===== config.mk =====
export PLATFORM = sky130hd
export DESIGN_NAME = gst_top
export DESIGN_NICKNAME = d
export VERILOG_FILES = /design/src/core/gst_pkg.sv /design/src/core/gst_top.sv
export SDC_FILE = /design/constraint.sdc
export NUM_CORES = 1
export LEC_CHECK = 0
export ABC_AREA = 1
export ABC_CLOCK_PERIOD_IN_PS = 2400
export BUFFER_PORTS_ARGS = -buffer_cell sky130_fd_sc_hd__buf_2
export CAP_MARGIN = 40
export CORE_UTILIZATION = 61
export DETAILED_ROUTE_END_ITERATION = 12
export PLACE_DENSITY = 0.8
export REMOVE_ABC_BUFFERS = 1
export SKIP_CTS_REPAIR_TIMING = 1
export SYNTH_ARGS = -nofsm -noshare
export SYNTH_HDL_FRONTEND = slang
export SYNTH_SLANG_ARGS = --single-unit

===== constraint.sdc =====
create_clock -name CORE_CLK -period 2.4 [get_ports CORE_CLK]
set_input_delay 0.12 -clock CORE_CLK [delete_from_list [all_inputs] [get_ports CORE_CLK]]
set_output_delay 0.12 -clock CORE_CLK [all_outputs]
set_load 0.02 [all_outputs]

===== src/core/gst_pkg.sv =====
// Constants, types and register map of the gated sweep trigger control
package gst_pkg;

  // ----------------------------------------
  // Timebase
  // ----------------------------------------
  localparam int          CLK_NS     = 25;
  localparam int          TICK_NS    = 125;
  localparam int          TICK_CYC   = (TICK_NS + CLK_NS - 1) / CLK_NS;
  localparam logic [2:0]  TICK_LAST  = 3'(TICK_CYC - 1);
  localparam longint      GATE_MIN_NS = 125;
  localparam longint      GATE_MAX_NS = 64'd100_000_000_000;
  localparam logic [29:0] CNT_MIN    = 30'((GATE_MIN_NS + TICK_NS - 1) / TICK_NS);
  localparam logic [29:0] CNT_MAX    = 30'(GATE_MAX_NS / TICK_NS);
  localparam int          CNT_W      = 30;

  // ----------------------------------------
  // Register offsets
  // ----------------------------------------
  localparam logic [7:0] ADDR_CTRL   = 8'h00;
  localparam logic [7:0] ADDR_GDELAY = 8'h04;
  localparam logic [7:0] ADDR_GLEN   = 8'h08;
  localparam logic [7:0] ADDR_TDELAY = 8'h0c;
  localparam logic [7:0] ADDR_TV     = 8'h10;
  localparam logic [7:0] ADDR_LINE   = 8'h14;
  localparam logic [7:0] ADDR_STAT   = 8'h18;

  // ----------------------------------------
  // Encodings and field layouts
  // ----------------------------------------
  typedef enum logic [1:0] {GSRC_EXT = 2'h0, GSRC_IFP = 2'h1, GSRC_RFP = 2'h2, GSRC_BAD = 2'h3} gst_gsrc_t;
  typedef enum logic [2:0] {TSRC_FREE = 3'h0, TSRC_EXT = 3'h1, TSRC_IFP = 3'h2,
                            TSRC_RFP = 3'h3, TSRC_TV = 3'h4} gst_tsrc_t;
  typedef enum logic [1:0] {FSEL_ALL = 2'h0, FSEL_ODD = 2'h1, FSEL_EVEN = 2'h2, FSEL_LINE = 2'h3} gst_fsel_t;

  // Bit 0 upward: gate_en, edge_mode, pol_neg, gsrc[4:3], tsrc[7:5], dcomp
  typedef struct packed {
    logic      dcomp;
    gst_tsrc_t tsrc;
    gst_gsrc_t gsrc;
    logic      pol_neg;
    logic      edge_mode;
    logic      gate_en;
  } gst_ctrl_t;
  localparam int CTRL_W = 9;

  // Bit 0 upward: on, fsel[2:1], video_pos, lines525, ccvs_ext
  typedef struct packed {
    logic      ccvs_ext;
    logic      lines525;
    logic      video_pos;
    gst_fsel_t fsel;
    logic      on;
  } gst_tv_t;
  localparam int TV_W = 6;

  localparam gst_ctrl_t CTRL_RST = '{dcomp: 1'b0, tsrc: TSRC_FREE, gsrc: GSRC_EXT,
                                     pol_neg: 1'b0, edge_mode: 1'b0, gate_en: 1'b0};
  localparam gst_tv_t   TV_RST   = '{ccvs_ext: 1'b0, lines525: 1'b0, video_pos: 1'b0,
                                     fsel: FSEL_ALL, on: 1'b0};

  localparam int         LINE_W       = 10;
  localparam logic [9:0] LINE_DEF     = 10'd17;
  localparam logic [9:0] LINE_MAX_625 = 10'd625;
  localparam logic [9:0] LINE_MAX_525 = 10'd525;
  localparam logic [9:0] LINE_MIN     = 10'd1;

  // ----------------------------------------
  // Synchronised pin indices
  // ----------------------------------------
  localparam int PIN_EXT  = 0;
  localparam int PIN_IFP  = 1;
  localparam int PIN_RFP  = 2;
  localparam int PIN_VODD = 3;
  localparam int PIN_VEVN = 4;
  localparam int PIN_HS   = 5;
  localparam int PIN_N    = 6;

  // Status bit positions
  localparam int STAT_SWEEP = 0;
  localparam int STAT_GATE  = 1;
  localparam int STAT_TPEND = 2;

endpackage : gst_pkg


===== src/core/gst_top.sv =====
// Gated sweep and trigger control with APB register access
// Behaviour
// - Level mode: pause on low, resume after delay
// - Edge mode: rise, delay, sweep gate length
// - Gate delay programmable 125 ns to 100 s
// - Gate length programmable 125 ns to 100 s
// - Level mode ignores gate length writes
// - One polarity serves gate and trigger
// - Gate delay write also sets trigger delay when trigger source is external or IF detector
// - Gate active indication while gating enabled
// - Wideband detector selectable for gate, trigger
// - Wideband trigger fires on detector threshold
// - TV trigger selectable only at zero span
// - TV trigger off selects free run
// - All-fields mode fires on every odd and every even frame sync
// - Odd-only or even-only frame sync trigger
// - Line trigger clamped to system maximum
// - TV trigger on sets line 17
// - Video sense selectable, negative default
// - Line system 625 or 525, default 625
// - Composite video internal or external source
// - Delay compensation enable, default off
// - Gating forces detector source when needed; done on control writes only, TV writes still select TV or free run
//
// Our own choices: register access over APB and the placing of the registers.
module gst_top
  import gst_pkg::*;
(
  // Clock and reset
  input  wire logic        CORE_CLK,
  input  wire logic        RST,
  // APB slave
  input  wire logic        PSEL,
  input  wire logic        PENABLE,
  input  wire logic        PWRITE,
  input  wire logic [7:0]  PADDR,
  input  wire logic [31:0] PWDATA,
  output logic      [31:0] PRDATA,
  output logic             PREADY,
  output logic             PSLVERR,
  // Asynchronous gate, detector and sync inputs
  input  wire logic        EXTERNAL_CONTROL_LINE,
  input  wire logic        IF_DETECTOR,
  input  wire logic        FIRST_IF_WIDEBAND_DETECTOR,
  input  wire logic        FRAME_SYNC_ODD,
  input  wire logic        FRAME_SYNC_EVEN,
  input  wire logic        LINE_SYNC,
  // Span state from sweep logic
  input  wire logic        ZERO_SPAN,
  // Sweep control
  output logic             SWEEP_ENABLE,
  output logic             SWEEP_TRIGGER,
  output logic             FREE_RUN,
  output logic             GATE_ACTIVE_LABEL,
  // Sync separator and compensation control
  output logic             VIDEO_SENSE_POS,
  output logic             COMPOSITE_VIDEO_EXT,
  output logic             DELAY_COMP_EN
);

  // ----------------------------------------
  // Helpers
  // ----------------------------------------
  function automatic logic [CNT_W-1:0] clamp_cnt(input logic [31:0] v, input logic [CNT_W-1:0] lo);
    if (v < 32'(lo))
      return lo;
    else if (v > 32'(CNT_MAX))
      return CNT_MAX;
    else
      return v[CNT_W-1:0];
  endfunction : clamp_cnt

  function automatic logic [LINE_W-1:0] clamp_line(input logic [31:0] v, input logic sys525);
    logic [LINE_W-1:0] mx;
    mx = sys525 ? LINE_MAX_525 : LINE_MAX_625;
    if (v < 32'(LINE_MIN))
      return LINE_MIN;
    else if (v > 32'(mx))
      return mx;
    else
      return v[LINE_W-1:0];
  endfunction : clamp_line

  function automatic logic hits(input logic [7:0] a, input logic [7:0] off);
    return a == off;
  endfunction : hits

  // ----------------------------------------
  // Input synchronisers
  // ----------------------------------------
  logic [PIN_N-1:0] pin_raw;
  logic [PIN_N-1:0] pin_m_q;
  logic [PIN_N-1:0] pin_s_q;
  logic [PIN_N-1:0] pin_p_q;

  assign pin_raw = {LINE_SYNC, FRAME_SYNC_EVEN, FRAME_SYNC_ODD,
                    FIRST_IF_WIDEBAND_DETECTOR, IF_DETECTOR, EXTERNAL_CONTROL_LINE};

  for (genvar i = 0; i < PIN_N; i++)
  begin : g_sync
    always_ff @(posedge CORE_CLK)
    begin
      pin_m_q[i] <= RST ? 1'b0 : pin_raw[i];
      pin_s_q[i] <= RST ? 1'b0 : pin_m_q[i];
      pin_p_q[i] <= RST ? 1'b0 : pin_s_q[i];
    end
  end

  wire logic [PIN_N-1:0] pin_rise = pin_s_q & ~pin_p_q;

  // ----------------------------------------
  // 125 ns tick
  // ----------------------------------------
  logic [2:0] div_q;
  wire  logic tick = (div_q == TICK_LAST);

  always_ff @(posedge CORE_CLK)
  begin
    if (RST || tick)
      div_q <= 3'h0;
    else
      div_q <= div_q + 3'h1;
  end

  // ----------------------------------------
  // Register file
  // ----------------------------------------
  gst_ctrl_t         ctrl_q, ctrl_d;
  gst_tv_t           tv_q, tv_d;
  logic [CNT_W-1:0]  gdly_q, gdly_d;
  logic [CNT_W-1:0]  glen_q, glen_d;
  logic [CNT_W-1:0]  tdly_q, tdly_d;
  logic [LINE_W-1:0] line_q, line_d;

  wire logic access   = PSEL & PENABLE;
  wire logic wr       = access & PWRITE;
  wire logic mapped   = hits(PADDR, ADDR_CTRL) | hits(PADDR, ADDR_GDELAY) | hits(PADDR, ADDR_GLEN) |
                        hits(PADDR, ADDR_TDELAY) | hits(PADDR, ADDR_TV) | hits(PADDR, ADDR_LINE) |
                        hits(PADDR, ADDR_STAT);
  wire logic wr_ctrl  = wr & hits(PADDR, ADDR_CTRL);
  wire logic wr_gdly  = wr & hits(PADDR, ADDR_GDELAY);
  wire logic wr_glen  = wr & hits(PADDR, ADDR_GLEN);
  wire logic wr_tdly  = wr & hits(PADDR, ADDR_TDELAY);
  wire logic wr_tv    = wr & hits(PADDR, ADDR_TV);
  wire logic wr_line  = wr & hits(PADDR, ADDR_LINE);

  wire gst_ctrl_t w_ctrl = gst_ctrl_t'(PWDATA[CTRL_W-1:0]);
  wire gst_tv_t   w_tv   = gst_tv_t'(PWDATA[TV_W-1:0]);
  wire logic shared_in   = (ctrl_q.tsrc == TSRC_EXT) || (ctrl_q.tsrc == TSRC_IFP);
  wire logic tsrc_ok     = (w_ctrl.tsrc <= TSRC_TV) && ((w_ctrl.tsrc != TSRC_TV) || ZERO_SPAN);
  wire logic tsrc_det    = (w_ctrl.tsrc == TSRC_EXT) || (w_ctrl.tsrc == TSRC_IFP) || (w_ctrl.tsrc == TSRC_RFP);
  wire logic tv_on_ok    = w_tv.on & (tv_q.on | ZERO_SPAN);

  always_comb
  begin
    ctrl_d = ctrl_q;
    tv_d   = tv_q;
    gdly_d = gdly_q;
    glen_d = glen_q;
    tdly_d = tdly_q;
    line_d = line_q;
    if (wr_ctrl)
    begin
      ctrl_d.gate_en   = w_ctrl.gate_en;
      ctrl_d.edge_mode = w_ctrl.edge_mode;
      ctrl_d.pol_neg   = w_ctrl.pol_neg;
      ctrl_d.dcomp     = w_ctrl.dcomp;
      if (w_ctrl.gsrc != GSRC_BAD)
        ctrl_d.gsrc = w_ctrl.gsrc;
      if (tsrc_ok)
        ctrl_d.tsrc = w_ctrl.tsrc;
      if (w_ctrl.gate_en && !(tsrc_ok ? tsrc_det :
          (ctrl_q.tsrc == TSRC_EXT || ctrl_q.tsrc == TSRC_IFP || ctrl_q.tsrc == TSRC_RFP)))
        ctrl_d.tsrc = TSRC_IFP;
    end
    if (wr_gdly)
    begin
      gdly_d = clamp_cnt(PWDATA, CNT_MIN);
      if (shared_in)
        tdly_d = clamp_cnt(PWDATA, CNT_MIN);
    end
    if (wr_glen && ctrl_q.edge_mode)
      glen_d = clamp_cnt(PWDATA, CNT_MIN);
    if (wr_tdly)
      tdly_d = clamp_cnt(PWDATA, '0);
    if (wr_tv)
    begin
      tv_d.fsel      = w_tv.fsel;
      tv_d.video_pos = w_tv.video_pos;
      tv_d.lines525  = w_tv.lines525;
      tv_d.ccvs_ext  = w_tv.ccvs_ext;
      tv_d.on        = tv_on_ok;
      line_d         = clamp_line(32'(line_q), w_tv.lines525);
      if (tv_on_ok && !tv_q.on)
      begin
        line_d      = LINE_DEF;
        ctrl_d.tsrc = TSRC_TV;
      end
      if (!tv_on_ok && tv_q.on)
        ctrl_d.tsrc = TSRC_FREE;
    end
    if (wr_line)
      line_d = clamp_line(PWDATA, tv_q.lines525);
  end

  always_ff @(posedge CORE_CLK)
  begin
    if (RST)
    begin
      ctrl_q <= CTRL_RST;
      tv_q   <= TV_RST;
      gdly_q <= CNT_MIN;
      glen_q <= CNT_MIN;
      tdly_q <= '0;
      line_q <= LINE_DEF;
    end
    else
    begin
      ctrl_q <= ctrl_d;
      tv_q   <= tv_d;
      gdly_q <= gdly_d;
      glen_q <= glen_d;
      tdly_q <= tdly_d;
      line_q <= line_d;
    end
  end

  // ----------------------------------------
  // Gate sequencer
  // ----------------------------------------
  typedef enum logic [1:0] {G_WAIT, G_DELAY, G_OPEN} gst_gate_st_t;
  gst_gate_st_t     gst_q, gst_d;
  logic [CNT_W-1:0] gcnt_q, gcnt_d;
  logic             glvl_q;

  wire logic gate_raw = (ctrl_q.gsrc == GSRC_RFP) ? pin_s_q[PIN_RFP] :
                        (ctrl_q.gsrc == GSRC_IFP) ? pin_s_q[PIN_IFP] : pin_s_q[PIN_EXT];
  wire logic glvl     = gate_raw ^ ctrl_q.pol_neg;
  wire logic grise    = glvl & ~glvl_q;
  wire logic gcnt_end = tick && (gcnt_q <= 30'd1);

  always_comb
  begin
    gst_d  = gst_q;
    gcnt_d = gcnt_q;
    unique case (gst_q)
      G_WAIT:
        if (grise)
        begin
          gst_d  = G_DELAY;
          gcnt_d = gdly_q;
        end
      G_DELAY:
        if (!ctrl_q.edge_mode && !glvl)
          gst_d = G_WAIT;
        else if (gcnt_end)
        begin
          gst_d  = G_OPEN;
          gcnt_d = glen_q;
        end
        else if (tick)
          gcnt_d = gcnt_q - 30'd1;
      G_OPEN:
        if (!ctrl_q.edge_mode)
        begin
          if (!glvl)
            gst_d = G_WAIT;
        end
        else if (gcnt_end)
          gst_d = G_WAIT;
        else if (tick)
          gcnt_d = gcnt_q - 30'd1;
    endcase
  end

  always_ff @(posedge CORE_CLK)
  begin
    if (RST || !ctrl_q.gate_en)
    begin
      gst_q  <= G_WAIT;
      gcnt_q <= '0;
      glvl_q <= RST | ctrl_q.edge_mode;
    end
    else
    begin
      gst_q  <= gst_d;
      gcnt_q <= gcnt_d;
      glvl_q <= glvl;
    end
  end

  // ----------------------------------------
  // TV sync events
  // ----------------------------------------
  logic [LINE_W-1:0] lcnt_q;
  wire  logic        vs_any = pin_rise[PIN_VODD] | pin_rise[PIN_VEVN];
  wire  logic [LINE_W-1:0] lcnt_nx = lcnt_q + 10'd1;

  always_ff @(posedge CORE_CLK)
  begin
    if (RST || vs_any)
      lcnt_q <= '0;
    else if (pin_rise[PIN_HS] && lcnt_q != '1)
      lcnt_q <= lcnt_nx;
  end

  logic tv_ev;
  always_comb
  begin
    unique case (tv_q.fsel)
      FSEL_ALL:  tv_ev = vs_any;
      FSEL_ODD:  tv_ev = pin_rise[PIN_VODD];
      FSEL_EVEN: tv_ev = pin_rise[PIN_VEVN];
      FSEL_LINE: tv_ev = pin_rise[PIN_HS] && (lcnt_nx == line_q);
    endcase
  end

  // ----------------------------------------
  // Trigger path
  // ----------------------------------------
  logic             tlvl_q;
  logic             tpend_q;
  logic [CNT_W-1:0] tcnt_q;
  logic             trig_q;

  wire logic trig_raw = (ctrl_q.tsrc == TSRC_RFP) ? pin_s_q[PIN_RFP] :
                        (ctrl_q.tsrc == TSRC_IFP) ? pin_s_q[PIN_IFP] : pin_s_q[PIN_EXT];
  wire logic tlvl     = trig_raw ^ ctrl_q.pol_neg;
  wire logic det_src  = (ctrl_q.tsrc == TSRC_EXT) || (ctrl_q.tsrc == TSRC_IFP) || (ctrl_q.tsrc == TSRC_RFP);
  wire logic tev      = det_src ? (tlvl & ~tlvl_q) :
                        ((ctrl_q.tsrc == TSRC_TV) && tv_q.on && tv_ev);
  wire logic tstart   = tev && !tpend_q;
  wire logic tfire    = (tstart && tdly_q == '0) || (tpend_q && tick && tcnt_q <= 30'd1);

  always_ff @(posedge CORE_CLK)
  begin
    if (RST)
    begin
      tlvl_q  <= 1'b1;
      tpend_q <= 1'b0;
      tcnt_q  <= '0;
      trig_q  <= 1'b0;
    end
    else
    begin
      tlvl_q <= tlvl;
      trig_q <= tfire;
      if (tstart && tdly_q != '0)
      begin
        tpend_q <= 1'b1;
        tcnt_q  <= tdly_q;
      end
      else if (tfire)
        tpend_q <= 1'b0;
      else if (tpend_q && tick)
        tcnt_q <= tcnt_q - 30'd1;
    end
  end

  // ----------------------------------------
  // Outputs and read data
  // ----------------------------------------
  logic [31:0] rdata;
  always_comb
  begin
    unique case (1'b1)
      hits(PADDR, ADDR_CTRL):   rdata = 32'(ctrl_q);
      hits(PADDR, ADDR_GDELAY): rdata = 32'(gdly_q);
      hits(PADDR, ADDR_GLEN):   rdata = 32'(glen_q);
      hits(PADDR, ADDR_TDELAY): rdata = 32'(tdly_q);
      hits(PADDR, ADDR_TV):     rdata = 32'(tv_q);
      hits(PADDR, ADDR_LINE):   rdata = 32'(line_q);
      hits(PADDR, ADDR_STAT):   rdata = 32'({tpend_q, ctrl_q.gate_en, SWEEP_ENABLE});
      default:                  rdata = 32'h0;
    endcase
  end

  always_ff @(posedge CORE_CLK)
  begin
    if (RST)
    begin
      PRDATA            <= 32'h0;
      SWEEP_ENABLE      <= 1'b1;
      GATE_ACTIVE_LABEL <= 1'b0;
    end
    else
    begin
      if (PSEL && !PENABLE && !PWRITE)
        PRDATA <= rdata;
      SWEEP_ENABLE      <= !ctrl_q.gate_en || (gst_q == G_OPEN);
      GATE_ACTIVE_LABEL <= ctrl_q.gate_en;
    end
  end

  assign PREADY              = 1'b1;
  assign PSLVERR             = access & ~mapped;
  assign SWEEP_TRIGGER       = trig_q;
  assign FREE_RUN            = (ctrl_q.tsrc == TSRC_FREE);
  assign VIDEO_SENSE_POS     = tv_q.video_pos;
  assign COMPOSITE_VIDEO_EXT = tv_q.ccvs_ext;
  assign DELAY_COMP_EN       = ctrl_q.dcomp;

endmodule : gst_top


After elaboration in Yosys (flattened, before gate mapping)
Cells that the tools add are included.

Shift operators: 0. Divide/modulo/power cells: 0. Equality and inequality tests: 33. Multiplexer cells: 50. Add/sub/neg operators: 4. Order comparisons: 9. Bitwise gates (word level): 28. $mul: 0. Reduce and logical (&&, ||, !) cells: 55.

Operator list (number): 30-bit 2-to-1 mux (15); 30-bit case mux with 7 select lines (1); 30-bit case mux with 3 select lines (1); 10-bit 2-to-1 mux (7); 32-bit by 1-bit < comparator with 1-bit output (second input constant) (2); 30-bit by 1-bit <= comparator with 1-bit output (second input constant) (2); 30-bit by 1-bit subtractor with 30-bit output (second input constant) (2); 32-bit by 10-bit greater-than comparator with 1-bit output (1); 32-bit by 30-bit greater-than comparator with 1-bit output (second input constant) (1); 30-bit logical NOT (1); 30-bit nonzero test (1); 8-bit by 5-bit == test with 1-bit output (second input constant) (3); 1-bit logical AND (18); 8-bit by 4-bit == test with 1-bit output (second input constant) (2); 3-bit 2-to-1 mux (5); 2-bit 2-to-1 mux (7); 7-bit 2-to-1 mux (2); 1-bit AND (12); 3-bit by 2-bit == test with 1-bit output (second input constant) (4); 3-bit != test (second input constant) (4); 10-bit by 1-bit adder with 10-bit output (second input constant) (1); 10-bit == test (1); 10-bit greater-than comparator (1); 1-bit logical OR (10); other kinds (28) (75).

Output and inout port bits: 41. RAM bits: 0. Memory bits (read-only): 0. Register bits after elaboration: 246. Bits of input ports: 52. Word-level logic and storage cells: 224. Latch bits: 0. Memories: 0.

Depth between registers and ports, before layout
Gate-level depths: netlist of the first run.

Word-level depth: 11. Gate-level depth with buffers: 23.

Worst setup path before layout of the first run
OpenSTA, ideal clock, no wires.

Kind: register to register. Start: reg div_q[0]. End: reg gcnt_q[25]. Library setup time: 0.070 ns. Path slack: 0.219 ns. Cell stages (with the launch flop): 17. Data arrival time: 2.110 ns. Cell sequence: dfxtp_1 -> inv_1 -> ha_1 -> nand2_1 -> nor3_1 -> inv_1 -> nor3_1 -> nand2_1 -> nor2_1 -> nand2_1 -> xor2_1 -> inv_1 -> nand2_1 -> o21ai_0 -> o21ai_0 -> nand3_1 -> a21oi_1.

Word-level cells in the longest chain between the ends: 5. Elaborated cells between the ends (all ways): 10. Classes of those cells: 2 x eq/ne; 6 x mux; 2 x reduce/logical.

Ends and longest elaborated chain: start, declared (RTL line gst_top.sv:114) `logic [2:0] div_q;`; start signal, assigned (RTL line gst_top.sv:122) `div_q <= div_q + 3'h1;`; 3-bit == test (*) (RTL line gst_top.sv:115) `wire logic tick = (div_q == TICK_LAST);`; 30-bit 2-to-1 mux / 1-bit logical AND (equally long branches); 30-bit 2-to-1 mux (on tied branches) (2 in a row); 30-bit case mux with 3 select lines (RTL line gst_top.sv:246) `unique case (gst_q)`; end signal, assigned (RTL line gst_top.sv:287) `gcnt_q <= gcnt_d;`; end, declared (RTL line gst_top.sv:233) `logic [CNT_W-1:0] gcnt_q, gcnt_d;`.

Mark *: on every way between the ends. The rest lies on a longest branch, timed or not. The select of a mux whose other input is x is not followed. A chain may end at the register's enable or synchronous reset.

Worst setup path after layout of the first run
Start: reg lcnt_q[1]. End: reg tcnt_q[0].

Word-level cells in the longest chain between the ends: 11. Elaborated cells between the ends (all ways): 14. Classes of those cells: 1 x add/sub; 2 x eq/ne; 3 x mux; 8 x reduce/logical.

Ends and longest elaborated chain: start, declared (RTL line gst_top.sv:295) `logic [LINE_W-1:0] lcnt_q;`; start signal, assigned (RTL line gst_top.sv:304) `lcnt_q <= lcnt_nx;`; 10-bit by 1-bit adder with 10-bit output (*) (RTL line gst_top.sv:297) `wire logic [LINE_W-1:0] lcnt_nx = lcnt_q + 10'd1;`; 10-bit == test (*) (RTL line gst_top.sv:314) `FSEL_LINE: tv_ev = pin_rise[PIN_HS] && (lcnt_nx == line_q);`; 1-bit logical AND (*) (RTL line gst_top.sv:314); 1-bit case mux with 4 select lines (*) (RTL line gst_top.sv:310) `unique case (tv_q.fsel)`; 1-bit logical AND (*) (RTL line gst_top.sv:331) `((ctrl_q.tsrc == TSRC_TV) && tv_q.on && tv_ev);`; 1-bit 2-to-1 mux (*) (RTL line gst_top.sv:330) `wire logic tev = det_src ? (tlvl & ~tlvl_q) :`; 1-bit logical AND (*) (RTL line gst_top.sv:332) `wire logic tstart = tev && !tpend_q;`; 1-bit logical AND (RTL line gst_top.sv:333) `wire logic tfire = (tstart && tdly_q == '0) || (tpend_q && tick && tcnt_q <= 30'd1);`; 1-bit logical OR (RTL line gst_top.sv:333); 2-bit by 1-bit != test with 1-bit output (no source line); 2-bit AND reduction (no source line); end signal, assigned (RTL line gst_top.sv:351) `tcnt_q <= tdly_q;`; end signal, assigned (RTL line gst_top.sv:356) `tcnt_q <= tcnt_q - 30'd1;`; end, declared (RTL line gst_top.sv:323) `logic [CNT_W-1:0] tcnt_q;`.

Mark *: on every way between the ends. The rest lies on a longest branch, timed or not.

==> impl_results.md, run 1 <==
- Worst hold path class: input pin to register
- Commonest cells after routing, fill and taps aside: nand2_1, inv_1, dfxtp_1, nor2_1, a21oi_1
- Vias post-DR: 14.89k
- Placed Instance Area: between 0.01 and 0.015 mm²
- Synthesis warning total: 0
- Critical-path cell list: buf_6 -> nand2_4 -> nor2_4 -> nand3_2 -> nand2_2 -> nand2_1 -> nand2_1 -> nand2_1 -> nor2_1 -> nand3_1 -> nand2_1 -> nand2_1 -> nand2_1 -> nand2_2 -> nand2_4 -> nand2_2 -> nand2_2 -> nand3_4 -> buf_6 -> nor2_1 -> nor2_1
- CP required: 2.82 ns
- Routability cong.: 1.043
- Initial Util: 0.6220
- Gr ovfl total: 0
- Initial DRT Pass Iterations: 6
- Fillers: between 1.5k and 2k
- Synth area leaders: dfxtp_1, nand2_1, inv_1, a21oi_1, nor2_1
- First-pass GRT wire length: slightly below 70000 µm
- Clk Latency, worst-skew pair: 0.53 ns
- PortBufs: a little under 90
- Final Max Slew Viols: 0
- Clock tree buffer depth: 3
- WHS: -0.02843 ns
- Layout net count: ~2.3k
- Die ar.: approximately 0.023 mm²
- Post-synth ARST share: 0
- CTS tree: done
- Top Ports: 93
- Post-synth top area cell: dfxtp_1
- Detail Placement HPWL: between 30000 and 40000 µm
- Clock tree sinks: 241
- Largest delay contributor family on the critical path: simple AND/OR/NAND/NOR gates
- Most common cell after layout, fill and taps aside: nand2_1
- Failing checks: negative hold slack, negative setup slack
- CP Buf/Inv Count: 2
- Slowest cell on crit path: dfxtp_2
- Worst Setup End Kind: register
- Layout Area Growth over Synthesis: 21.85%
- Syn Area/Cell: around 6.4 µm²
- Total track usage: 0.3817
- Clock Skews: around 0.0066 ns
- Wire length per cell: between 15 and 20 µm
- Register area share after synthesis: 0.3565
- Min cycle time layout: ~2.5 ns
- Core ar.: 0.02176 mm²
- Status: finished, violations left
- Max Cap Violations: 0
- Yosys top cell area share: 0.3565
- Setup crit start: lcnt_q[1]$_SDFFE_PP0P_
- Setup CP Type: register to register
- Worst reg2reg path startpoint: lcnt_q[1]$_SDFFE_PP0P_
- CP Data Arrival Time: 2.91 ns
- Hold Vio Cnt, Final: 7
- Mapped Cells: approximately 2.1k
- Die W: approximately 150 µm
- CTS root buffer: clkbuf_16
- Max VDD drop: approximately 0.54 mV
- Worst-margin pin slew: around 0.8 ns
- Yosys cell types: 54
- Clock-pin transition on the worst setup and hold timing paths: ~0.060 ns
- CP max stage delay: 0.36 ns
- Layout cells sized above 1: 0.1705
- H-Tree Depth: 1
- Via density: about 5.8
- CP Launch Type: register
- Chip height: 150.9 µm
- RSZ-0062 raised after global routing: yes
- Antenna violations before repair: 0
- Worst hold start: PWDATA[25]
- Most used flip-flop cell after synthesis: dfxtp_1
- # DRC: 0
- Most common cell on crit path: nand2_1
- Final number of setup-violating endpoints: 22
- Leakage power: 0.007380 µW
- Setup ws final: -0.08653 ns
- Placement row count: 54
- Fmax: a little over 400 MHz
- DR iter-0 viols: between 1k and 1.5k
- Post-synth EDFFs: 0
- Vias in the first global route: between 10k and 15k
- #FFs+latches synth: between 200 and 250
- Crit Path Max Fanout: 10
- Cell area after synthesis: 0.01353 mm²
- Power Dens Cells: approximately 550 mW/mm²
- Pwr Total: about 9100 µW
- Rel. slew slack: 0.4543
- TritonCTS buffer count: 27
- Final worst path period share: 1.036
- Post-route cell area: 0.01649 mm²
- Routed WL: ~46000 µm
- Largest net degree at the start of global routing: 87
- Post-route ant nets: 0
## Yosys cell counts, drive strengths merged (2+ instances only)
master / count
dfxtp: 241
o21bai: 2
o211ai: 28
clkinv: 2
or2: 10
o221ai: 11
nand4: 34
nor3: 29
nand3: 88
ha: 20
or4: 2
xnor2: 6
o21a: 2
a221oi: 5
a211oi: 4
nand2: 474
buf: 29
clkbuf: 66
nor4: 19
conb: 2
a21oi: 212
nor2: 261
inv: 294
o22ai: 11
nand3b: 2
o2111ai: 4
and2: 2
o21ai: 188
xor2: 45
o41ai: 2
## sequential cells by signal, summed over array words and instances (netlist names), 2 cells and up
name	count
pin_p_q	3
gcnt_q	30
ctrl_q	8
lcnt_q	10
tv_q	4
tdly_q	30
PRDATA	30
div_q	3
line_q	10
gdly_q	30
tcnt_q	30
pin_m_q	6
pin_s_q	6
glen_q	30
gst_q	2
## power by group
part	switching [µW]	internal, µW
registers	18.4	4030
logic	374	208
clock network	1710	2790
total	2100	7030
## final cells by class
type / count / area, µm² / area share
flip-flops and latches: 241 / 4845 / 0.2938
multi-input cells: 1471 / 7566 / 0.4588
repair buffers: 221 / 1652 / 0.1002
well taps: 280 / 350.3 / 0.02125
diodes: 1 / 2.502 / 0.0001518
clock inverters: 11 / 187.7 / 0.01138
inverters: 296 / 1111 / 0.06738
clock buffers: 35 / 775.7 / 0.04704
## worst reg2reg max path, stage by stage, from the launching register on
cell     delay [ns]
dfxtp_2        0.36
buf_6          0.12
nand2_4        0.04
nor2_4         0.22
nand3_2        0.11
nand2_2        0.07
nand2_1        0.06
nand2_1        0.06
nand2_1        0.05
nor2_1         0.10
nand3_1        0.09
nand2_1        0.07
nand2_1        0.05
nand2_1        0.07
nand2_2        0.06
nand2_4        0.09
nand2_2        0.06
nand2_2        0.10
nand3_4        0.17
buf_6          0.20
nor2_1         0.14
nor2_1         0.06
## per-layer routing
metal  GRT usage  vias up  share of wire
met5           0        -              0
met2      0.6353      791           0.47
met1      0.4911     6842           0.40
met4      0.1560        0          0.038
li1            -     7117              -
met3     0.06054      138          0.089
## cells by family after synthesis
family	Yosys count	synth area share
adder cells (fa/ha/maj)	20	0.01849
AND/OR/NAND/NOR	921	0.2864
flip-flops	241	0.3565
AO/OA/AOI/OAI	476	0.1924
XOR/XNOR	51	0.03301
buffers and inverters	391	0.1126
other	2	0.0005549
## stage by stage
step | utilization | worst slack, ns | TNS, ns | instances
2_1_floorplan | - | -1.766 | -87.40 | 2008
3_3_place_gp | 0.6826 | -0.2480 | -8.207 | 2485
3_5_place_dp | 0.6839 | -0.2332 | -8.961 | 2486
4_1_cts | 0.7281 | -0.1487 | -0.8152 | 2532
5_1_grt | 0.7578 | -0.2542 | -6.681 | 2555
6_report | 0.7579 | -0.08653 | -0.9941 | 2556
## worst paths after layout
path                            slack, ns                      end  depth (start not counted)
worst min-delay path                -0.03  glen_q[25]$_SDFFE_PP0P_                          4
worst max-delay path                -0.09   tcnt_q[0]$_SDFFE_PP0P_                         21
worst max register to register      -0.09   tcnt_q[0]$_SDFFE_PP0P_                         21
worst min register to register       0.41    pin_s_q[5]$_SDFF_PP0_                          2
Note: power is estimated with default switching activity, not from simulation.
==> run 2, diff against run 1 <==
Settings changed: ABC_CLOCK_PERIOD_IN_PS 2400 to 2700.
Clock period 2.4 ns to 2.7 ns, I/O delays scaled along.
==> run 2 against run 1 <==
Against the previous run: the run ends with negative hold slack left; global-route usage shrank 0.62 points; clock power shrank 17%; first-iteration DRC count grew 4.8%; flip-flop and latch count stayed put; die area unchanged; via count down 2.9%; critical endpoint is now gcnt_q[19]$_SDFFE_PN0P_; largest cell class unchanged; largest power group unchanged; highest routed layer unchanged.
==> impl_results.md, run 2 (synthesis results as in run 1) <==
- Status: finished, violations left
- Failing checks: negative hold slack
- CTS tree: done
- Largest net degree at the start of global routing: 59
- First-pass GRT wire length: 66850 µm
- Initial Util: 0.6220
- CP required: roughly 3.1 ns
- CP Buf/Inv Count: 2
- Max VDD drop: between 0.5 and 0.6 mV
- Clock Skews: approximately 0.016 ns
- CTS root buffer: clkbuf_16
- Most common cell after layout, fill and taps aside: nand2_1
- Commonest cells after routing, fill and taps aside: nand2_1, inv_1, nor2_1, dfxtp_1, a21oi_1
- Final worst path period share: 0.9386
- Final Max Slew Viols: 0
- Worst reg-to-reg path cell count: 11
- Non-Filler Instances: about 2.5k
- Core ar.: between 0.02 and 0.025 mm²
- Antenna fix cells: 0
- Max Cap Violations: 0
- Vias post-DR: 14.46k
- Antenna violations before repair: 0
- Layout Area Growth over Synthesis: 15.59%
- Worst reg2reg path startpoint: gcnt_q[7]$_SDFFE_PN0P_
- Clock tree sinks: ~240
- Placed Instance Area: around 0.014 mm²
- Worst-margin pin slew: slightly below 0.9 ns
- Worst hold path class: input pin to register
- Crit Path Max Fanout: 25
- CP max stage delay: about 0.47 ns
- Die ar.: around 0.023 mm²
- Layout net count: roughly 2.3k
- Chip height: 150.9 µm
- Worst Hold Depth: 5
- PortBufs: 89
- Worst Setup End Kind: register
- Final number of setup-violating endpoints: 0
- Wire length per cell: approximately 17 µm
- Top Ports: just over 90
- Worst hold start: PWDATA[27]
- Detail Placement HPWL: around 32000 µm
- Gr ovfl total: 0
- TritonCTS buffer count: 26
- Clk Latency, worst-skew pair: roughly 0.54 ns
- Hold Vio Cnt, Final: 6
- Cells after DPL: between 2k and 2.5k
- Critical-path cell list: inv_1 -> nand2_1 -> nor2_1 -> nand3_1 -> o32ai_1 -> nand2_1 -> buf_4 -> o21ai_0 -> o21ai_0 -> o211ai_1 -> a21oi_1
- Routed WL: approximately 44000 µm
- Initial DRT Pass Iterations: 5
- CP Data Arrival Time: roughly 2.9 ns
- Via density: slightly below 6
- Min cycle time layout: 2.534 ns
- Total track usage: 0.3755
- Vias in the first global route: around 13k
- Layout cells sized above 1: 0.1099
- Post-route cell area: 0.01564 mm²
- Setup CP Type: register to register
- CP Launch Type: register
- Clock-pin transition on the worst setup and hold timing paths: roughly 0.060 ns
- Rel. slew slack: 0.4108
- H-Tree Depth: 1
- Register-to-register path setup slack: roughly 0.17 ns
- WHS: -0.01310 ns
- Hold Path Sink: gdly_q[27]$_SDFFE_PP0P_
- Power Dens Cells: 497.7 mW/mm²
- Slowest cell on crit path: o32ai_1
- Placement row count: 54
- # DRC: 0
- Leakage power: approximately 0.0070 µW
- DR iter-0 viols: ~1.6k
- Post-route ant nets: 0
- Die W: 150.9 µm
- Largest delay contributor family on the critical path: compound AO/OA/AOI/OAI gates
- Routability cong.: between 1 and 1.5
- Fmax: approximately 390 MHz
- R2r endpoint: gcnt_q[19]$_SDFFE_PN0P_
- Clock tree buffer depth: 3
[run 2: cell types whose count changed in the layout (fill, tap and decap cells not counted), moves of 8 or more]
| cell | previous run | this run |
|---|---|---|
| inv_1 | 282 | 291 |
| buf_4 | 102 | 59 |
| dfxtp_1 | 229 | 239 |
| dfxtp_2 | 10 | 2 |
| nor2_2 | 27 | 10 |
| nand2_2 | 32 | 5 |
| inv_2 | 12 | 3 |
| nor2_1 | 225 | 248 |
| nand2_1 | 435 | 468 |
[run 2: area by class of cell]
type	instances	area (µm²)
Timing Repair Buffer	174	1206
Tap cell	280	350.3
Inverter	296	1111
Multi-Input combinational cell	1471	7241
Sequential cell	241	4827
Clock buffer	37	783.3
Clock inverter	11	123.9
Fill cell	1840	6113
[run 2: worst max path at each step]
stage,from,end,slack (ns),depth (start not counted)
floorplan,PADDR[4],tdly_q[12]$_SDFFE_PP0P_,-1.48,8
CTS,lcnt_q[0]$_SDFFE_PP0P_,tcnt_q[0]$_SDFFE_PP0P_,0.09,22
finish,gcnt_q[7]$_SDFFE_PN0P_,gcnt_q[19]$_SDFFE_PN0P_,0.17,11
global route,lcnt_q[0]$_SDFFE_PP0P_,tcnt_q[6]$_SDFFE_PP0P_,-0.02,22
detailed placement,lcnt_q[0]$_SDFFE_PP0P_,tcnt_q[20]$_SDFFE_PP0P_,0.12,23
global placement,lcnt_q[0]$_SDFFE_PP0P_,tcnt_q[24]$_SDFFE_PP0P_,0.20,23
[run 2: worst min-delay path, cell delays in order]
cell and delay, ns:
buf_2 0.09, inv_1 0.05, nand2_1 0.10, o21ai_0 0.08, inv_1 0.05
[run 2: power breakdown]
group | switching [µW] | internal (µW)
logic | 311 | 152
clock network | 1510 | 2220
registers | 15.3 | 3580
total | 1840 | 5950
[run 2: routing by layer]
layer  part of all wire  wire, µm  vias to the layer above  track usage
met2               0.47     20660                      649       0.6172
li1                   -         -                     7031            -
met3              0.082      3600                      116      0.04819
met1               0.41     17880                     6663       0.5024
met4              0.037      1628                        0       0.1385
met5                  0         0                        -            0
[run 2: stage by stage]
stage	power [µW]	util	TNS [ns]	setup WS (ns)
2_1_floorplan	3888	-	-54.57	-1.481
3_3_place_gp	4084	0.6615	0	0.1984
3_5_place_dp	4094	0.6630	0	0.1191
4_1_cts	7760	0.7047	0	0.09091
5_1_grt	7966	0.7190	-0.09642	-0.01856
6_report	7785	0.7190	0	0.1657
==> run 3, diff against run 2 <==
Settings changed: CTS_CLUSTER_SIZE set to 30, REMOVE_ABC_BUFFERS 1 to not set.
==> run 3 against run 2 <==
Against the previous run: the flow now finishes without violations; first-iteration DRC count shrank 6.6%; sequential power is essentially flat; fmax shrank 3.9%; combinational power grew 3%; clock power grew 4%; critical path type unchanged; highest routed layer unchanged.
==> impl_results.md, run 3 (synthesis results as in run 1) <==
- Initial DRT Pass Iterations: 6
- Worst hold path class: input pin to register
- Power Dens Cells: 496.9 mW/mm²
- Antenna violations before repair: 0
- Layout Area Growth over Synthesis: 18.12%
- Die ar.: between 0.02 and 0.025 mm²
- Placed Instance Area: 0.01440 mm²
- Vias post-DR: 14.77k
- Clock-pin transition on the worst setup and hold timing paths: roughly 0.060 ns
- Routed WL: 45830 µm
- H-Tree Depth: 1
- Largest net degree at the start of global routing: between 80 and 90
- Status: finished, final reports clean
- Chip height: about 150 µm
- Setup ws final: roughly 0.063 ns
- Total track usage: 0.3799
- Clk Latency, worst-skew pair: 0.55 ns
- Most common cell after layout, fill and taps aside: nand2_1
- Top Ports: 93
- Crit Path Max Fanout: 7
- Leakage power: ~0.0072 µW
- Vias in the first global route: 12.96k
- Core ar.: ~0.022 mm²
- Register-to-register path setup slack: about 0.063 ns
- Rel. slew slack: 0.3966
- Die W: 150.9 µm
- Layout cells sized above 1: 0.1249
- Wire length per cell: 18.24 µm
- Detail Placement HPWL: between 30000 and 40000 µm
- TritonCTS buffer count: 27
- Via density: ~6
- CP Launch Type: register
- Final number of setup-violating endpoints: 0
- Fmax: roughly 380 MHz
- Core Util, Final: 0.7348
- Post-route ant nets: 0
- Setup CP Type: register to register
- CP required: approximately 3.2 ns
- First-pass GRT wire length: 67450 µm
- Clock Skews: between 0.02 and 0.025 ns
- WHS: just under 0.001 ns
- Layout net count: approximately 2.3k
- Routability cong.: between 1 and 1.5
- Hold Vio Cnt, Final: 0
- Min cycle time layout: about 2.6 ns
- CTS tree: done
- Worst Setup End Kind: register
- Clock tree buffer depth: 3
- Post-route cell area: around 0.016 mm²
- PortBufs: a little under 90
- Antenna fix cells: 0
- Worst-margin pin slew: between 0.9 and 1 ns
- # DRC: 0
- Commonest cells after routing, fill and taps aside: nand2_1, inv_1, nor2_1, dfxtp_1, a21oi_1
- Gr ovfl total: 0
- Final Max Slew Viols: 0
- CTS root buffer: clkbuf_16
- Fillers: between 1.5k and 2k
- Final worst path period share: 0.9765
- Placement row count: between 50 and 60
- CP Data Arrival Time: approximately 3.1 ns
- Max Cap Violations: 0
- TNS Setup: 0 ns
- Clock tree sinks: 241
- Max VDD drop: ~0.54 mV
- DR iter-0 viols: between 1k and 1.5k
- Initial Util: 0.6220
- Pre-CTS setup slack: between 0.09 and 0.1 ns
[run 3: cell types whose count changed in the layout (fill, tap and decap cells not counted), sizes merged]
cell / change
buf: +1
bufinv: +2
clkbuf: +4
clkinv: +2
clkinvlp: -3
dlygate4sd3: -4
inv: +1
[run 3: layer usage]
layer	wire, µm	global-route usage
met2	20110	0.5805
met1	18860	0.5292
met3	4978	0.07410
met4	1882	0.1380
met5	0	0
[run 3: final timing paths]
path                          startpoint                       to  depth (start not counted)
setup / recovery  lcnt_q[4]$_SDFFE_PP0P_  tcnt_q[23]$_SDFFE_PP0P_                         20
hold / removal                PWDATA[28]  tdly_q[28]$_SDFFE_PP0P_                          5
setup reg to reg  lcnt_q[4]$_SDFFE_PP0P_  tcnt_q[23]$_SDFFE_PP0P_                         20
hold reg to reg    pin_m_q[5]$_SDFF_PP0_    pin_s_q[5]$_SDFF_PP0_                          2
[run 3: critical path: stages (launching register included)]
cell,delay (ns)
dfxtp_2,0.34
nand2_2,0.15
nor2_4,0.08
buf_4,0.14
buf_4,0.12
nand3_1,0.07
nand3_1,0.09
nand2_1,0.08
nand2_1,0.05
nor2_1,0.12
nand3_2,0.14
nand2_1,0.08
nand2_1,0.05
nand2_1,0.08
nand2_2,0.07
nand2_4,0.13
nand3_4,0.15
clkbuf_16,0.22
o21ai_0,0.25
nor2_1,0.07
nor2_1,0.10
[run 3: final cells by class]
type	instances	area, µm²	share of cell area
inverter	296	1116	0.06982
clock buffer	35	755.7	0.04728
sequential	241	4840	0.3028
timing repair buffer	177	1366	0.08547
multi-input combinational	1471	7381	0.4617
clock inverter	13	176.4	0.01104
tap	280	350.3	0.02192
[run 3: report_power, final]
| part | leakage, µW | internal, µW | switching, µW | total (µW) |
|---|---|---|---|---|
| clock network | 0.000465 | 2350 | 1520 | 3870 |
| registers | 0.00195 | 3580 | 14.8 | 3590 |
| logic | 0.00475 | 156 | 323 | 479 |
| total | 0.00717 | 6080 | 1860 | 7940 |
[run 3: metrics by stage]
step                      std cells  total power, µW
final                          2513             7942
after CTS                      2472             7896
after floorplan                2103             3923
after global placement         2422             4086
after global routing           2513             8130
after detailed placement       2424             4097
